$ cat src/hw/pmicre_defs.svh
// Offsets, field positions, reset values and voltage figures of the rail enable register bank.
//
// Notes on behaviour
// RULE_01: Bits seven and six of the second switch register are read-only and read as zero.
// RULE_02: Bit five of the second switch register selects plain load switch (0) or linear output (1).
// RULE_03: The five-bit code maps 1.5 V to 3.3 V in 50 mV steps, but codes 9 to 13 step 100 mV.
// RULE_04: The rail-enable register at 0x16 resets to zero and its bit seven is read-only.
// RULE_05: Bit six turns on the first switch only while the power-enable pin is high.
// RULE_06: Bit five turns on the second switch only while the power-enable pin is high.
// RULE_07: Bits four to two enable the three bucks and bits one and zero the two linear outputs.
// RULE_08: A set buck enable only turns its converter on while the power-enable pin is high.
// RULE_09: Writes to all three registers are accepted only while the password unlock holds.
// RULE_10: The lockout register at 0x18 resets to 0x03, bits 7 to 3 read-only, bits 2 to 0 writable.
// RULE_11: Writes to read-only reserved bits are ignored and those bits keep reading zero.
`ifndef PMICRE_DEFS_SVH
`define PMICRE_DEFS_SVH

// ----------------------------------------------------------------------------
// Register offsets
// ----------------------------------------------------------------------------
`define PMICRE_ADDR_SW2 8'h15
`define PMICRE_ADDR_RAIL 8'h16
`define PMICRE_ADDR_UVLO 8'h18

// ----------------------------------------------------------------------------
// Reset values and field positions
// ----------------------------------------------------------------------------
`define PMICRE_SW2_RESET 6'h3f
`define PMICRE_RAIL_RESET 7'h00
`define PMICRE_UVLO_RESET 3'h3
`define PMICRE_SW2_MODE_BIT 5
`define PMICRE_RAIL_SW1_BIT 6
`define PMICRE_RAIL_SW2_BIT 5
`define PMICRE_RAIL_BUCK1_BIT 4
`define PMICRE_RAIL_BUCK2_BIT 3
`define PMICRE_RAIL_BUCK3_BIT 2
`define PMICRE_RAIL_LIN1_BIT 1
`define PMICRE_RAIL_LIN2_BIT 0

// ----------------------------------------------------------------------------
// Output voltage code figures, in millivolts
// ----------------------------------------------------------------------------
`define PMICRE_MV_BASE 12'h5dc
`define PMICRE_MV_FINE 12'h032
`define PMICRE_MV_COARSE 12'h064
`define PMICRE_MV_COARSE_BASE 12'h7d0
`define PMICRE_MV_UPPER_BASE 12'h992
`define PMICRE_CODE_COARSE_LO 5'h09
`define PMICRE_CODE_COARSE_HI 5'h0d
`define PMICRE_CODE_UPPER_LO 5'h0e

`endif

$ cat src/hw/pmicre_pkg.sv
// Types shared by the rail enable register bank.
package pmicre_pkg;

	typedef struct packed {
		logic switch_one_on;
		logic switch_two_on;
		logic buck_one_on;
		logic buck_two_on;
		logic buck_three_on;
		logic linear_one_on;
		logic linear_two_on;
	} pmicre_rails_t;

	typedef struct packed {
		logic [1:0] reserved;
		logic switch_two_regulator_select;
		logic [4:0] linear_four_voltage_code;
	} pmicre_sw2_t;

endpackage

$ cat src/hw/pmicre_regs.sv
// Rail enable, second switch and lockout registers with pin-gated switch and buck rail drive.
`timescale 1ns/10ps
`include "pmicre_defs.svh"
module pmicre_regs (
	input wire logic sys_clk,
	input wire logic rst,
	input wire logic reg_wr,
	input wire logic reg_rd,
	input wire logic [7:0] reg_addr,
	input wire logic [7:0] reg_wdata,
	input wire logic write_unlocked,
	input wire logic external_power_enable_pin,
	output logic [7:0] reg_rdata,
	output logic reg_rvalid,
	output logic write_refused,
	output pmicre_pkg::pmicre_rails_t rails,
	output logic switch_two_regulator_select,
	output logic [4:0] linear_four_voltage_code,
	output logic [11:0] linear_four_mv,
	output logic [1:0] lockout_threshold_select,
	output logic lockout_spare_bit
);

	// ------------------------------------------------------------------------
	// Storage and decode
	// ------------------------------------------------------------------------
	logic [6:0] rail_enable_bits;
	logic [2:0] undervoltage_lockout_setting;
	logic pin_high;
	logic wr_ok;
	logic hit_sw2;
	logic hit_rail;
	logic hit_uvlo;
	logic [7:0] next_rdata;

	// The reset word is held at its own width so each field takes a slice of matching size.
	localparam logic [5:0] SW2_RESET_VALUE = `PMICRE_SW2_RESET;

	pmicre_sync u_pin_sync (
		.sys_clk(sys_clk),
		.rst(rst),
		.async_in(external_power_enable_pin),
		.sync_out(pin_high)
	);

	always_comb begin
		hit_sw2 = 1'b0;
		hit_rail = 1'b0;
		hit_uvlo = 1'b0;
		if (reg_addr == `PMICRE_ADDR_SW2) begin
			hit_sw2 = 1'b1;
		end else if (reg_addr == `PMICRE_ADDR_RAIL) begin
			hit_rail = 1'b1;
		end else if (reg_addr == `PMICRE_ADDR_UVLO) begin
			hit_uvlo = 1'b1;
		end
	end

	// A write without the password unlock is dropped whole, for any address.
	assign wr_ok = reg_wr && write_unlocked; // RULE_09

	// ------------------------------------------------------------------------
	// Register writes
	// ------------------------------------------------------------------------
	// Only the writable fields are stored, so reserved bits can never be set.
	always_ff @(posedge sys_clk) begin
		if (rst) begin
			switch_two_regulator_select <= SW2_RESET_VALUE[`PMICRE_SW2_MODE_BIT];
			linear_four_voltage_code <= SW2_RESET_VALUE[4:0];
		end else if (wr_ok && hit_sw2) begin
			switch_two_regulator_select <= reg_wdata[`PMICRE_SW2_MODE_BIT]; // RULE_02
			linear_four_voltage_code <= reg_wdata[4:0]; // RULE_03
		end
	end

	always_ff @(posedge sys_clk) begin
		if (rst) begin
			rail_enable_bits <= `PMICRE_RAIL_RESET; // RULE_04
		end else if (wr_ok && hit_rail) begin
			rail_enable_bits <= reg_wdata[6:0]; // RULE_11
		end
	end

	always_ff @(posedge sys_clk) begin
		if (rst) begin
			undervoltage_lockout_setting <= `PMICRE_UVLO_RESET; // RULE_10
		end else if (wr_ok && hit_uvlo) begin
			undervoltage_lockout_setting <= reg_wdata[2:0]; // RULE_10
		end
	end

	assign lockout_threshold_select = undervoltage_lockout_setting[1:0];
	assign lockout_spare_bit = undervoltage_lockout_setting[2];

	always_ff @(posedge sys_clk) begin
		if (rst) begin
			write_refused <= 1'b0;
		end else begin
			write_refused <= reg_wr && !write_unlocked; // RULE_09
		end
	end

	// ------------------------------------------------------------------------
	// Register reads
	// ------------------------------------------------------------------------
	// Unmapped offsets read as zero rather than echoing stale data.
	always_comb begin
		next_rdata = 8'h00;
		if (hit_sw2) begin
			next_rdata = {2'b00, switch_two_regulator_select, linear_four_voltage_code}; // RULE_01
		end else if (hit_rail) begin
			next_rdata = {1'b0, rail_enable_bits}; // RULE_04
		end else if (hit_uvlo) begin
			next_rdata = {5'h00, undervoltage_lockout_setting}; // RULE_11
		end
	end

	always_ff @(posedge sys_clk) begin
		if (rst) begin
			reg_rdata <= 8'h00;
			reg_rvalid <= 1'b0;
		end else begin
			reg_rdata <= reg_rd ? next_rdata : 8'h00;
			reg_rvalid <= reg_rd;
		end
	end

	// ------------------------------------------------------------------------
	// Rail drive
	// ------------------------------------------------------------------------
	// The linear outputs one and two are not tied to the pin; everything else is.
	always_ff @(posedge sys_clk) begin
		if (rst) begin
			rails <= '0;
		end else begin
			rails.switch_one_on <= rail_enable_bits[`PMICRE_RAIL_SW1_BIT] && pin_high; // RULE_05
			rails.switch_two_on <= rail_enable_bits[`PMICRE_RAIL_SW2_BIT] && pin_high; // RULE_06
			rails.buck_one_on <= rail_enable_bits[`PMICRE_RAIL_BUCK1_BIT] && pin_high; // RULE_08
			rails.buck_two_on <= rail_enable_bits[`PMICRE_RAIL_BUCK2_BIT] && pin_high; // RULE_08
			rails.buck_three_on <= rail_enable_bits[`PMICRE_RAIL_BUCK3_BIT] && pin_high; // RULE_08
			rails.linear_one_on <= rail_enable_bits[`PMICRE_RAIL_LIN1_BIT]; // RULE_07
			rails.linear_two_on <= rail_enable_bits[`PMICRE_RAIL_LIN2_BIT]; // RULE_07
		end
	end

	// ------------------------------------------------------------------------
	// Output voltage decode
	// ------------------------------------------------------------------------
	// The code is decoded even in switch mode; the analog side ignores it there.
	function automatic logic [11:0] code_to_mv(input logic [4:0] code);
		logic [11:0] wide;
		wide = {7'h00, code};
		if (code < `PMICRE_CODE_COARSE_LO) begin
			code_to_mv = 12'(`PMICRE_MV_BASE + `PMICRE_MV_FINE * wide);
		end else if (code <= `PMICRE_CODE_COARSE_HI) begin
			code_to_mv = 12'(`PMICRE_MV_COARSE_BASE +
				`PMICRE_MV_COARSE * (wide - {7'h00, `PMICRE_CODE_COARSE_LO}));
		end else begin
			code_to_mv = 12'(`PMICRE_MV_UPPER_BASE +
				`PMICRE_MV_FINE * (wide - {7'h00, `PMICRE_CODE_UPPER_LO}));
		end
	endfunction

	always_ff @(posedge sys_clk) begin
		if (rst) begin
			linear_four_mv <= 12'h000;
		end else begin
			linear_four_mv <= code_to_mv(linear_four_voltage_code); // RULE_03
		end
	end
endmodule

$ cat src/hw/pmicre_sync.sv
// Two flip-flop synchroniser for a level arriving from a pin.
`timescale 1ns/10ps
module pmicre_sync (
	input wire logic sys_clk,
	input wire logic rst,
	input wire logic async_in,
	output logic sync_out
);

	logic stage_one;

	// The first stage feeds only the second one, so metastability cannot spread.
	always_ff @(posedge sys_clk) begin
		if (rst) begin
			stage_one <= 1'b0;
			sync_out <= 1'b0;
		end else begin
			stage_one <= async_in;
			sync_out <= stage_one;
		end
	end

endmodule

$ cat config.mk
export PLATFORM = sky130hd
export DESIGN_NAME = pmicre_regs
export DESIGN_NICKNAME = d
export VERILOG_FILES = /design/src/hw/pmicre_pkg.sv /design/src/hw/pmicre_regs.sv /design/src/hw/pmicre_sync.sv
export VERILOG_INCLUDE_DIRS = /design/src /design/src/hw
export SDC_FILE = /design/constraint.sdc
export NUM_CORES = 1
export LEC_CHECK = 0
export BUFFER_PORTS_ARGS = -buffer_cell sky130_fd_sc_hd__buf_2
export CAP_MARGIN = 20
export CORE_ASPECT_RATIO = 1.25
export CORE_UTILIZATION = 50
export CTS_CLUSTER_DIAMETER = 50
export DETAILED_ROUTE_END_ITERATION = 10
export PLACE_DENSITY_LB_ADDON = 0.3
export RECOVER_POWER = 25
export SKIP_LAST_GASP = 1
export SYNTH_ARGS = -nofsm -noshare
export SYNTH_HDL_FRONTEND = slang
export SYNTH_SLANG_ARGS = --single-unit
$ cat constraint.sdc
create_clock -name sys_clk -period 5.2 [get_ports sys_clk]
set_input_delay 0.52 -clock sys_clk [delete_from_list [all_inputs] [get_ports sys_clk]]
set_output_delay 0.52 -clock sys_clk [all_outputs]
set_load 0.01 [all_outputs]
# Yosys cells after proc, flatten, opt, wreduce, memory -nomap -nowiden
# Index checks and enable logic that the tools add are counted.
# classes
shift,0
muxes,11
div,0
bitwise_logic,1
magnitude_cmp,2
n_eq_ne,3
n_addsub,5
n_mul,3
reduce_logical,14
# ops
operator,count
8-bit by 5-bit == test with 1-bit output (second input constant),3
12-bit two-way mux,2
11-bit by 11-bit adder with 12-bit output (first input constant),1
11-bit by 12-bit adder with 12-bit output (first input constant),1
12-bit adder (first input constant),1
5-bit by 12-bit multiplier with 10-bit output (first input constant),1
5-bit by 12-bit multiplier with 11-bit output (first input constant),1
5-bit by 4-bit subtractor with 6-bit output (second input constant),2
1-bit logical AND,10
5-bit by 5-bit multiplier with 10-bit output (first input constant),1
7-bit two-way mux,1
1-bit two-way mux,6
6-bit two-way mux,1
5-bit by 4-bit <= comparator with 1-bit output (second input constant),1
5-bit by 4-bit less-than comparator with 1-bit output (second input constant),1
4-bit OR reduction,1
3-bit two-way mux,1
3-bit OR reduction,1
2-bit OR reduction,1
1-bit logical NOT,1
1-bit NOT,1
# totals
elab_cells,58
rom_bits,0
inputBits,22
regBits,47
mem_count,0
latchBits,0
mem_bits_rw,0
output_inout_bits,38

# Depth between registers and ports, before layout
# Gate-level depths: netlist of the first run.
# logic_depth
ltp_word,7
mapped_depth,20

# Hierarchy
# Synthesis of the first run repeated with hierarchy kept, for this count alone.
# hier_totals
cells_unflattened,385
area_unflattened_um2,3504.6
# modules_own_cells
mod,cells_per_inst,seq_area_each_um2,n_inst,area_per_inst_um2
pmicre_regs,381,860.8,1,3452.1
pmicre_sync,4,40.0,1,52.6

# Least setup slack after synthesis of the first run
# OpenSTA, ideal clock, no wires.
# synth_path
kind,flip-flop to flip-flop
from,register linear_four_voltage_code[0]
to,register linear_four_mv[11]
t_arrival_ns,4.426
required_time_ns,5.078
period_less_slack_ns,4.548
path_buffers,2
stages_incl_launch_ff,19
path_slack_ns,0.652
cell_sequence,dfxtp_1 -> clkbuf_1 -> inv_1 -> ha_1 -> nor2b_1 -> or3_1 -> clkbuf_1 -> nand2_1 -> ha_1 -> inv_1 -> fa_1 -> fa_1 -> inv_1 -> ha_1 -> or3_1 -> a21oi_2 -> xnor3_1 -> and2_1 -> o311a_1
# synth_between
elab_chain_cells,5
elab_cells_between_ends,12
classes_between,5 x add/sub; 3 x mul; 2 x order compare; 2 x mux
# synth_rtl
element,line,rtl
start: declaration,pmicre_regs.sv:18,"output logic [4:0] linear_four_voltage_code,"
start signal: assignment,pmicre_regs.sv:69,linear_four_voltage_code <= SW2_RESET_VALUE[4:0];
start signal: assignment,pmicre_regs.sv:72,linear_four_voltage_code <= reg_wdata[4:0];
5-bit by 4-bit subtractor with 6-bit output (on tied branches),"pmicre_regs.sv:160, pmicre_regs.sv:157",
5-bit by 12-bit multiplier with 11-bit output (no source line) / 5-bit by 12-bit multiplier with 10-bit output (equally long branches),-,
12-bit adder (no source line) / 11-bit by 12-bit adder with 12-bit output (equally long branches),-,
12-bit two-way mux,pmicre_regs.sv:155,end else if (code <= `PMICRE_CODE_COARSE_HI) begin
12-bit two-way mux *,pmicre_regs.sv:153,if (code < `PMICRE_CODE_COARSE_LO) begin
end signal: assignment,pmicre_regs.sv:168,linear_four_mv <= code_to_mv(linear_four_voltage_code);
end: declaration,pmicre_regs.sv:19,"output logic [11:0] linear_four_mv,"
# Mark *: on every way between the ends. The rest lies on a longest branch, timed or not.
# A chain may end at the register's enable or synchronous reset.

# Worst setup path after layout of the first run
# layout_path
from,register linear_four_voltage_code[2]
to,register linear_four_mv[11]
# Same word-level chain as after synthesis.

==> flow_summary.toml, run 1 <==
[synthesis]
synth_top_area_share_pct = 25.9
syn_inst = 386
ys_ff_latch = 45
synth_edf_count = 0
ys_seq_area_share_pct = 25.9
netlist_top_cells_count = "ha_1 (51), dfxtp_1 (45), inv_1 (42), nand2_1 (24), nor2_1 (24)"
synth_cell_types = 44
synthTopCellsByArea = "dfxtp_1 (26%), ha_1 (18%), fa_1 (6.3%), xnor2_1 (5.3%), inv_1 (4.5%)"
syn_area_per_cell_sq_um = 9.00
async_flop_share_pct = 0
ys_warn_count = 0
synth_top_area_cell = "dfxtp_1"
synthesis.area_sq_mm = 0.00348
ys.flop_type = "dfxtp_1"
yosys.cell_count.top_type = "ha_1"

[timing]
worst_pin_slew_ps = 1130
slew_violations = 0
relSlewSlack_pct = 24.6
finalClockSkew_ps = 8.20
rsz0062_at_grt = "no"
setup_viol = 0
fin_crit_ps = 4610
finalCritPeriodShare_pct = 88.7
hold_viol = 0
timing.setup.tns_ps = 0
fmax_mhz = 217

[critical_path]
cp_data_required_time_ps = 5400
r2r_cells = 16
crit_type = "reg2reg"
crit_path_max_fanout = 9
worstReg2RegStart = "linear_four_voltage_code[2]"
cp-start-kind = "flip-flop"
worstSetupStartpoint = "linear_four_voltage_code[2]"
endpoint_kind = "flip-flop"
crit_arrival_ps = 4810

[die]
io_pins = 60
design.die.area_sq_mm = 0.00729
die_w_microns = 76.6
dieHeight_microns = 95.2
core_sq_mm = 0.00665
rows = 33
start_util_pct = 52.3

[pwr]
sequentialPowerShare_pct = 56.3
p_comb_share_pct = 7.0
internal_power_uw = 465
p_sw_uw = 158
power_density_mw_per_mm2 = 157
finalPower_uw = 622
ir_drop_mv = 0.114
leakagePower_uw = 0.00188
power.share.clock_pct = 36.7
sw_frac_of_total_pct = 25.3

[layout]
fin_area_sq_mm = 0.00396
diodes = 0
nets = 530
drive_gt1_share_pct = 16.1
fin_cells = 534
fin_util_pct = 59.5
synthToLayoutAreaGrowth_pct = 13.9

[place]
placed_cell_area_sq_mm = 0.00388
port_buffers = 56
hpwlAfterDp_mm = 6.14
gp_congestion = 0.839
place_inst = 526

[cts]
cts_resized = 0
cts_buffers = 5
cts-root-buf = "clkbuf_8"
clock_path_buffers = 2
clkTransAtPathRegs_ps = 100
cts_tree = "built"
ctsHoldBuffers = 0
cts_num_sinks = 45
clk_latency_ps = 310
cts_setup_buffers = 0
cts_max_level = 2

[drt]
routed-via-count = 2800
ant_nets = 0
wl_per_cell_microns = 14.3
wl_mm = 7.63
drc = 0
drt-pass1-iter-count = 4
drt_iter0_markers = 92
routed_via_density = 5.24

[global_route]
antenna_found_initial = 0
grt_start_max_net_pins = 25
grt_usage_pct = 21.9
globalRouteOverflowTotal = 0
grt_pass1_wl_mm = 12.4
grt_pass1_vias = 2706

[flow_run]
max-cap-violations = 0

[hold_path]
min_from = "write_unlocked"
min_path_type = "in2reg"
hold_depth = 2

[outcome]
status = "finished clean"
-- area by class of cell --
type,instances,area (sq um)
Fill cell,618,2690
Clock inverter,3,25.0
Multi-Input combinational cell,287,2360
Timing Repair Buffer,65,334
Clock buffer,5,68.8
Sequential cell,45,901
Inverter,42,158
Tap cell,87,109
-- sequential cells by signal, summed over array words and instances (netlist names), 3 cells and up --
register,flops
rail_enable_bits,7
rails,7
undervoltage_lockout_setting,3
linear_four_mv,11
linear_four_voltage_code,5
reg_rdata,7
-- through the flow --
stage	setup WS, ps	hold slack [ps]
6_report	589	408
5_1_grt	314	405
4_1_cts	562	405
3_5_place_dp	589	428
3_3_place_gp	694	450
2_1_floorplan	652	414
-- power by group through the flow --
stage / Combinational (uW) / Sequential (uW) / Clock [uW]
2_1_floorplan: 23.7 / 360 / 0
3_3_place_gp: 42.9 / 358 / 0
3_5_place_dp: 43.7 / 358 / 0
4_1_cts: 43.9 / 350 / 233
5_1_grt: 47.8 / 351 / 245
6_report: 43.4 / 350 / 229
-- cells in the final DEF (no fill, tap or decap), types with 6 or more instances in the layout --
master    Yosys  layout
clkbuf_1      9      11
fa_1         11      11
nand3_1       7       7
buf_4         2       9
a211oi_1      7       7
o211ai_1      7       7
nor2_1       24      24
ha_1         51      51
buf_2         2      45
nor2b_1      12      12
o21ai_0      14      14
xor2_1       11      11
a21oi_1      21      21
a22oi_1       6       6
dfxtp_1      45      45
inv_1        42      42
mux2i_1      11      11
xnor2_1      21      21
nand2_1      24      24
-- kinds of logic after synthesis --
family	after synthesis	share of synthesized area, %
multiplexers	11	3.17
AO/OA/AOI/OAI	77	15.6
AND/OR/NAND/NOR	101	14.9
adder cells (fa/ha/maj)	62	24.7
other	1	0.108
buffers and inverters	55	6.23
XOR/XNOR	34	9.36
flip-flops	45	25.9
-- final timing paths --
path | end | slack [ps]
worst max-delay path | linear_four_mv[11] | 590
worst max register to register | linear_four_mv[11] | 590
worst min register to register | u_pin_sync.sync_out | 460
worst min-delay path | write_refused | 410
-- layer usage --
layer,global-route usage [%],part of all wire [%],vias to the layer above
met2,42.4,52,50
met3,2.97,3.1,9
li1,-,-,1432
met1,24.0,42,1309
met5,0,0,-
met4,9.29,2.3,0
-- worst max-delay path: stages, from the launching register on --
cell and delay [ps]:
dfxtp_1 550, inv_1 170, ha_1 210, nand2_1 60
nand2_1 80, xnor2_1 360, ha_1 320, ha_1 320
fa_1 470, ha_1 360, xnor2_1 220, a2111oi_4 380
o21ai_2 120, a21oi_2 130, xnor3_1 290, and2_1 170
o311a_1 290
(Power assumes the default switching activity.)
==> inputs of run 2 (changes only) <==
PLACE_DENSITY = 0.81   (was not set)
PLACE_DENSITY_LB_ADDON = not set   (was 0.3)
==> run 2 against run 1 <==
Die area unchanged; sequential power barely moved; highest routed layer unchanged; flip-flop and latch count stayed put; maximum frequency is 3.5% lower; cell area grew 0.25%; combinational power about the same; clock-buffer cell count increased by 1.
==> flow_summary.toml, run 2 (synthesis gave the netlist of run 1 again) <==
[cts]
cts_max_level = 2
cts_resized = 0
clock_path_buffers = 2
clkTransAtPathRegs_ps = 90
clk_latency_ps = 300
cts_setup_buffers = 0
cts_tree = "built"
cts_num_sinks = 45
ctsHoldBuffers = 0
cts_buffers = 5
cts-root-buf = "clkbuf_8"

[critical_path]
crit_type = "reg2reg"
cp_num_buf_inv = 2
crit_arrival_ps = 4970
slowest_delay_ps = 580
endpoint_kind = "flip-flop"
cpMostUsedCell = "ha_1"
crit_family = "adder cells"
cp-start-kind = "flip-flop"
crit_path_max_fanout = 10
cp_cell_sequence = "inv_1 -> buf_4 -> ha_1 -> nand2_1 -> nand2_1 -> xnor2_1 -> ha_1 -> ha_1 -> fa_1 -> ha_1 -> xnor2_1 -> a2111oi_4 -> o21ai_2 -> a21oi_2 -> xnor3_1 -> and2_1 -> o311a_1"
cp_data_required_time_ps = 5390
slowest_stage = "dfxtp_1"

[layout]
final_cell_mix = "ha_1 (51), buf_2 (45), dfxtp_1 (45)"
multi_input_area_sq_mm = 0.00236
largest_reg_flops = 11
seqCellArea_sq_um = 901
synthToLayoutAreaGrowth_pct = 14.1
fin_area_sq_mm = 0.00397
diodes = 0
final_common_cell = "ha_1"
nets = 529
fin_util_pct = 59.7
regMostFlops = "linear_four_mv"
fillers = 586
drive_gt1_share_pct = 15.7

[pwr]
sw_frac_of_total_pct = 21.9
p_comb_share_pct = 6.6
p_sw_uw = 144
sequentialPowerShare_pct = 53.4
leakagePower_uw = 0.00189
power.share.clock_pct = 40.0
ir_drop_mv = 0.169
internal_power_uw = 512
finalPower_uw = 655
power_density_mw_per_mm2 = 165

[drt]
ant_nets = 0
wl_mm = 7.26
routed-via-count = 2816
drt_iter0_markers = 69
routed_via_density = 5.28
drt-pass1-iter-count = 4
drc = 0
wl_per_cell_microns = 13.6

[place]
hpwlAfterDp_mm = 5.87
placed_cell_area_sq_mm = 0.00387
gp_congestion = 0.918
port_buffers = 56

[die]
io_pins = 60
design.die.area_sq_mm = 0.00729
die_w_microns = 76.6
core_sq_mm = 0.00665
start_util_pct = 52.3
dieHeight_microns = 95.2
rows = 33

[timing]
timing.setup.tns_ps = 0
finalClockSkew_ps = 7.29
slew_violations = 0
fmax_mhz = 209
finalCritPeriodShare_pct = 91.9
setup_viol = 0
relSlewSlack_pct = 25.2
fin_crit_ps = 4780
rsz0062_at_grt = "no"
worst_pin_slew_ps = 1120
hold_viol = 0

[global_route]
antenna_found_initial = 0
use_met1_pct = 22.9
globalRouteOverflowTotal = 0
grt_usage_pct = 20.4
use_met3_pct = 2.87
grt_pass1_vias = 2693
met2_usage_pct = 39.6
grt_start_max_net_pins = 25
grt_pass1_wl_mm = 11.9
grt.busiest_layer = "met2"

[hold_path]
min_path_type = "in2reg"

[flow_run]
max-cap-violations = 0

[outcome]
status = "finished clean"
==> run 2: changes by cell type in the layout (fill, tap and decap cells not counted) <==
cell / delta
buf_4: -1
inv_6: -1
clkinvlp_4: -1
clkbuf_1: +1
bufinv_16: +1
==> run 2: stage by stage <==
step / hold slack (ps) / setup WS, ps / std cells
6_report: 423 / 423 / 533
5_1_grt: 416 / 186 / 533
4_1_cts: 416 / 441 / 533
3_5_place_dp: 439 / 463 / 525
3_3_place_gp: 451 / 578 / 525
2_1_floorplan: 414 / 652 / 387
==> run 2: metal layers <==
| layer | up-vias | share of wire [%] | wire length (microns) |
|---|---|---|---|
| met5 | - | 0 | 0 |
| met2 | 64 | 52 | 3790 |
| li1 | 1438 | - | - |
| met3 | 13 | 3.0 | 217 |
| met1 | 1301 | 43 | 3090 |
| met4 | 0 | 2.2 | 158 |
==> run 2: area by class of cell <==
cell class	count	share of cell area, %
clock inverters	2	0.978
inverters	42	3.97
flip-flops and latches	45	22.7
multi-input cells	287	59.5
repair buffers	64	8.23
well taps	87	2.74
clock buffers	6	1.83
==> run 2: final timing paths <==
kind | start | cells past startpoint | slack [ps] | endpoint
setup / recovery | linear_four_voltage_code[1] | 17 | 420 | linear_four_mv[11]
hold / removal | write_unlocked | 2 | 420 | write_refused
setup reg to reg | linear_four_voltage_code[1] | 17 | 420 | linear_four_mv[11]
hold reg to reg | u_pin_sync.stage_one | 1 | 460 | u_pin_sync.sync_out
==> run 2: power groups by stage <==
stage                     clock network (uW)  registers (uW)  logic [uW]
after global routing                     279             351        48.0
after floorplan                            0             360        23.7
after CTS                                264             350        43.7
after global placement                     0             358        42.6
final                                    262             350        43.3
after detailed placement                   0             358        43.4
==> inputs of run 3 (changes only) <==
--- a/config.mk
+++ b/config.mk
@@ -11,4 +11,5 @@
 export CORE_ASPECT_RATIO = 1.25
 export CORE_UTILIZATION = 50
+export CTS_BUF_LIST = sky130_fd_sc_hd__clkbuf_16
 export CTS_CLUSTER_DIAMETER = 50
 export DETAILED_ROUTE_END_ITERATION = 10
@@ -19,2 +20,3 @@
 export SYNTH_HDL_FRONTEND = slang
 export SYNTH_SLANG_ARGS = --single-unit
+export TNS_END_PERCENT = 30
==> constraint.sdc (replaced) <==
create_clock -name sys_clk -period 5.2 [get_ports sys_clk]
set_input_delay 1.04 -clock sys_clk [delete_from_list [all_inputs] [get_ports sys_clk]]
set_output_delay 1.04 -clock sys_clk [all_outputs]
set_load 0.01 [all_outputs]
==> run 3 against run 2 <==
Total power increased by 14%; combinational power increased by 1%; cell count decreased by 0.38%; hold slack improved by 41 ps; via count increased by 0.99%; core utilization increased by 0.62 points; worst setup slack got worse by 5.8 ps; global-route usage increased by 1.6 points; critical endpoint unchanged; critical path type unchanged.
==> flow_summary.toml, run 3 (synthesis gave the netlist of run 1 again) <==
[die]
dieHeight_microns = 95.2
io_pins = 60
design.die.area_sq_mm = 0.00729
core_sq_mm = 0.00665
die_w_microns = 76.6
rows = 33
start_util_pct = 52.3

[critical_path]
worstReg2RegStart = "linear_four_voltage_code[1]"
slowest_stage = "dfxtp_1"
timing.rr.end = "linear_four_mv[11]"
r2r_cells = 17
worstSetupStartpoint = "linear_four_voltage_code[1]"
cpMostUsedCell = "ha_1"
crit_arrival_ps = 4960
cp_num_buf_inv = 2
slowest_delay_ps = 570
crit_cells = 17
cp_data_required_time_ps = 5370
cp_cell_sequence = "inv_1 -> buf_4 -> ha_1 -> nand2_1 -> nand2_1 -> xnor2_1 -> ha_1 -> ha_1 -> fa_1 -> ha_1 -> xnor2_1 -> a2111oi_4 -> o21ai_2 -> a21oi_2 -> xnor3_1 -> and2_1 -> o311a_1"
crit_type = "reg2reg"
r2r_slack_ps = 420
crit_path_max_fanout = 10
crit_end = "linear_four_mv[11]"
endpoint_kind = "flip-flop"
cp-start-kind = "flip-flop"
crit_family = "adder cells"

[timing]
finalCritPeriodShare_pct = 92.0
setup_viol = 0
fin_hold_ws_ps = 464
rsz0062_at_grt = "no"
worst_pin_slew_ps = 1080
finalClockSkew_ps = 6.18
relSlewSlack_pct = 27.9
fmax_mhz = 209
fin_crit_ps = 4780
hold_viol = 0
timing.setup.tns_ps = 0
slew_violations = 0

[pwr]
leakagePower_uw = 0.00191
finalPower_uw = 749
internal_power_uw = 594
p_sw_uw = 155
sw_frac_of_total_pct = 20.7
ir_drop_mv = 0.221
sequentialPowerShare_pct = 46.8
power.share.clock_pct = 47.3
power_density_mw_per_mm2 = 187
p_comb_share_pct = 5.8

[place]
placed_cell_area_sq_mm = 0.00385
hpwlAfterDp_mm = 6.01
port_buffers = 56
gp_congestion = 0.884

[cts]
clock_path_buffers = 2
cts_buffers = 5
cts_num_sinks = 45
cts_resized = 0
clk_latency_ps = 290
cts-root-buf = "clkbuf_16"
clkTransAtPathRegs_ps = 60
cts_setup_buffers = 0
cts_max_level = 2
cts_tree = "built"
ctsHoldBuffers = 0

[drt]
drc = 0
drt-pass1-iter-count = 4
wl_per_cell_microns = 14.0
routed-via-count = 2844
routed_via_density = 5.36
wl_mm = 7.45
ant_nets = 0
drt_iter0_markers = 103

[layout]
final_cell_mix = "ha_1 (51), buf_2 (45), dfxtp_1 (45)"
largest_reg_flops = 11
fin_area_sq_mm = 0.00401
nets = 527
fillers = 590
drive_gt1_share_pct = 15.3
diodes = 0
fin_util_pct = 60.3
final_common_cell = "ha_1"
regMostFlops = "linear_four_mv"
synthToLayoutAreaGrowth_pct = 15.3

[outcome]
status = "finished clean"

[global_route]
globalRouteOverflowTotal = 0
grt_pass1_vias = 2826
grt_usage_pct = 22.0
grt_start_max_net_pins = 25
grt_pass1_wl_mm = 12.8
antenna_found_initial = 0

[flow_run]
max-cap-violations = 0

[hold_path]
min_path_type = "reg2reg"
run 3: worst reg2reg max path, cell delays in order (launching register included):
cell and delay, ps:
dfxtp_1 570, inv_1 130, buf_4 180, ha_1 190, nand2_1 60, nand2_1 80, xnor2_1 380, ha_1 320
ha_1 320, fa_1 480, ha_1 360, xnor2_1 220, a2111oi_4 390, o21ai_2 130, a21oi_2 140, xnor3_1 300
and2_1 160, o311a_1 290
run 3: worst min path at each step:
stage	from	to	slack, ps	cells after the start
after global placement	u_pin_sync.stage_one	u_pin_sync.sync_out	450	1
after CTS	u_pin_sync.stage_one	u_pin_sync.sync_out	460	1
after detailed placement	u_pin_sync.stage_one	u_pin_sync.sync_out	440	1
final	u_pin_sync.stage_one	u_pin_sync.sync_out	460	1
after floorplan	u_pin_sync.stage_one	u_pin_sync.sync_out	410	1
after global routing	u_pin_sync.stage_one	u_pin_sync.sync_out	460	1
run 3: per-stage QoR:
step           std cells  setup WS (ps)
2_1_floorplan        387            652
3_3_place_gp         523            540
3_5_place_dp         523            401
4_1_cts              531            405
5_1_grt              531            167
6_report             531            417
run 3: layer usage:
metal	wire, microns	share of wire, %	track usage, %	up-vias
met1	3030	41	24.0	1318
met2	3870	52	42.9	84
li1	-	-	-	1426
met4	262	3.5	9.94	0
met3	281	3.8	2.30	16
met5	0	0	0	-
run 3: power by group through the flow:
| stage | clock network [uW] | logic, uW | registers, uW |
|---|---|---|---|
| 2_1_floorplan | 0 | 23.7 | 360 |
| 3_3_place_gp | 0 | 42.5 | 358 |
| 3_5_place_dp | 0 | 43.8 | 358 |
| 4_1_cts | 358 | 44.1 | 351 |
| 5_1_grt | 371 | 48.9 | 351 |
| 6_report | 354 | 43.8 | 351 |
run 3: cell type report:
| type | count | area, sq um | area share, % |
|---|---|---|---|
| Clock buffer | 5 | 125 | 3.12 |
| Clock inverter | 3 | 42.5 | 1.06 |
| Multi-Input combinational cell | 287 | 2360 | 58.9 |
| Timing Repair Buffer | 62 | 312 | 7.77 |
| Tap cell | 87 | 109 | 2.72 |
| Sequential cell | 45 | 901 | 22.5 |
| Inverter | 42 | 158 | 3.93 |
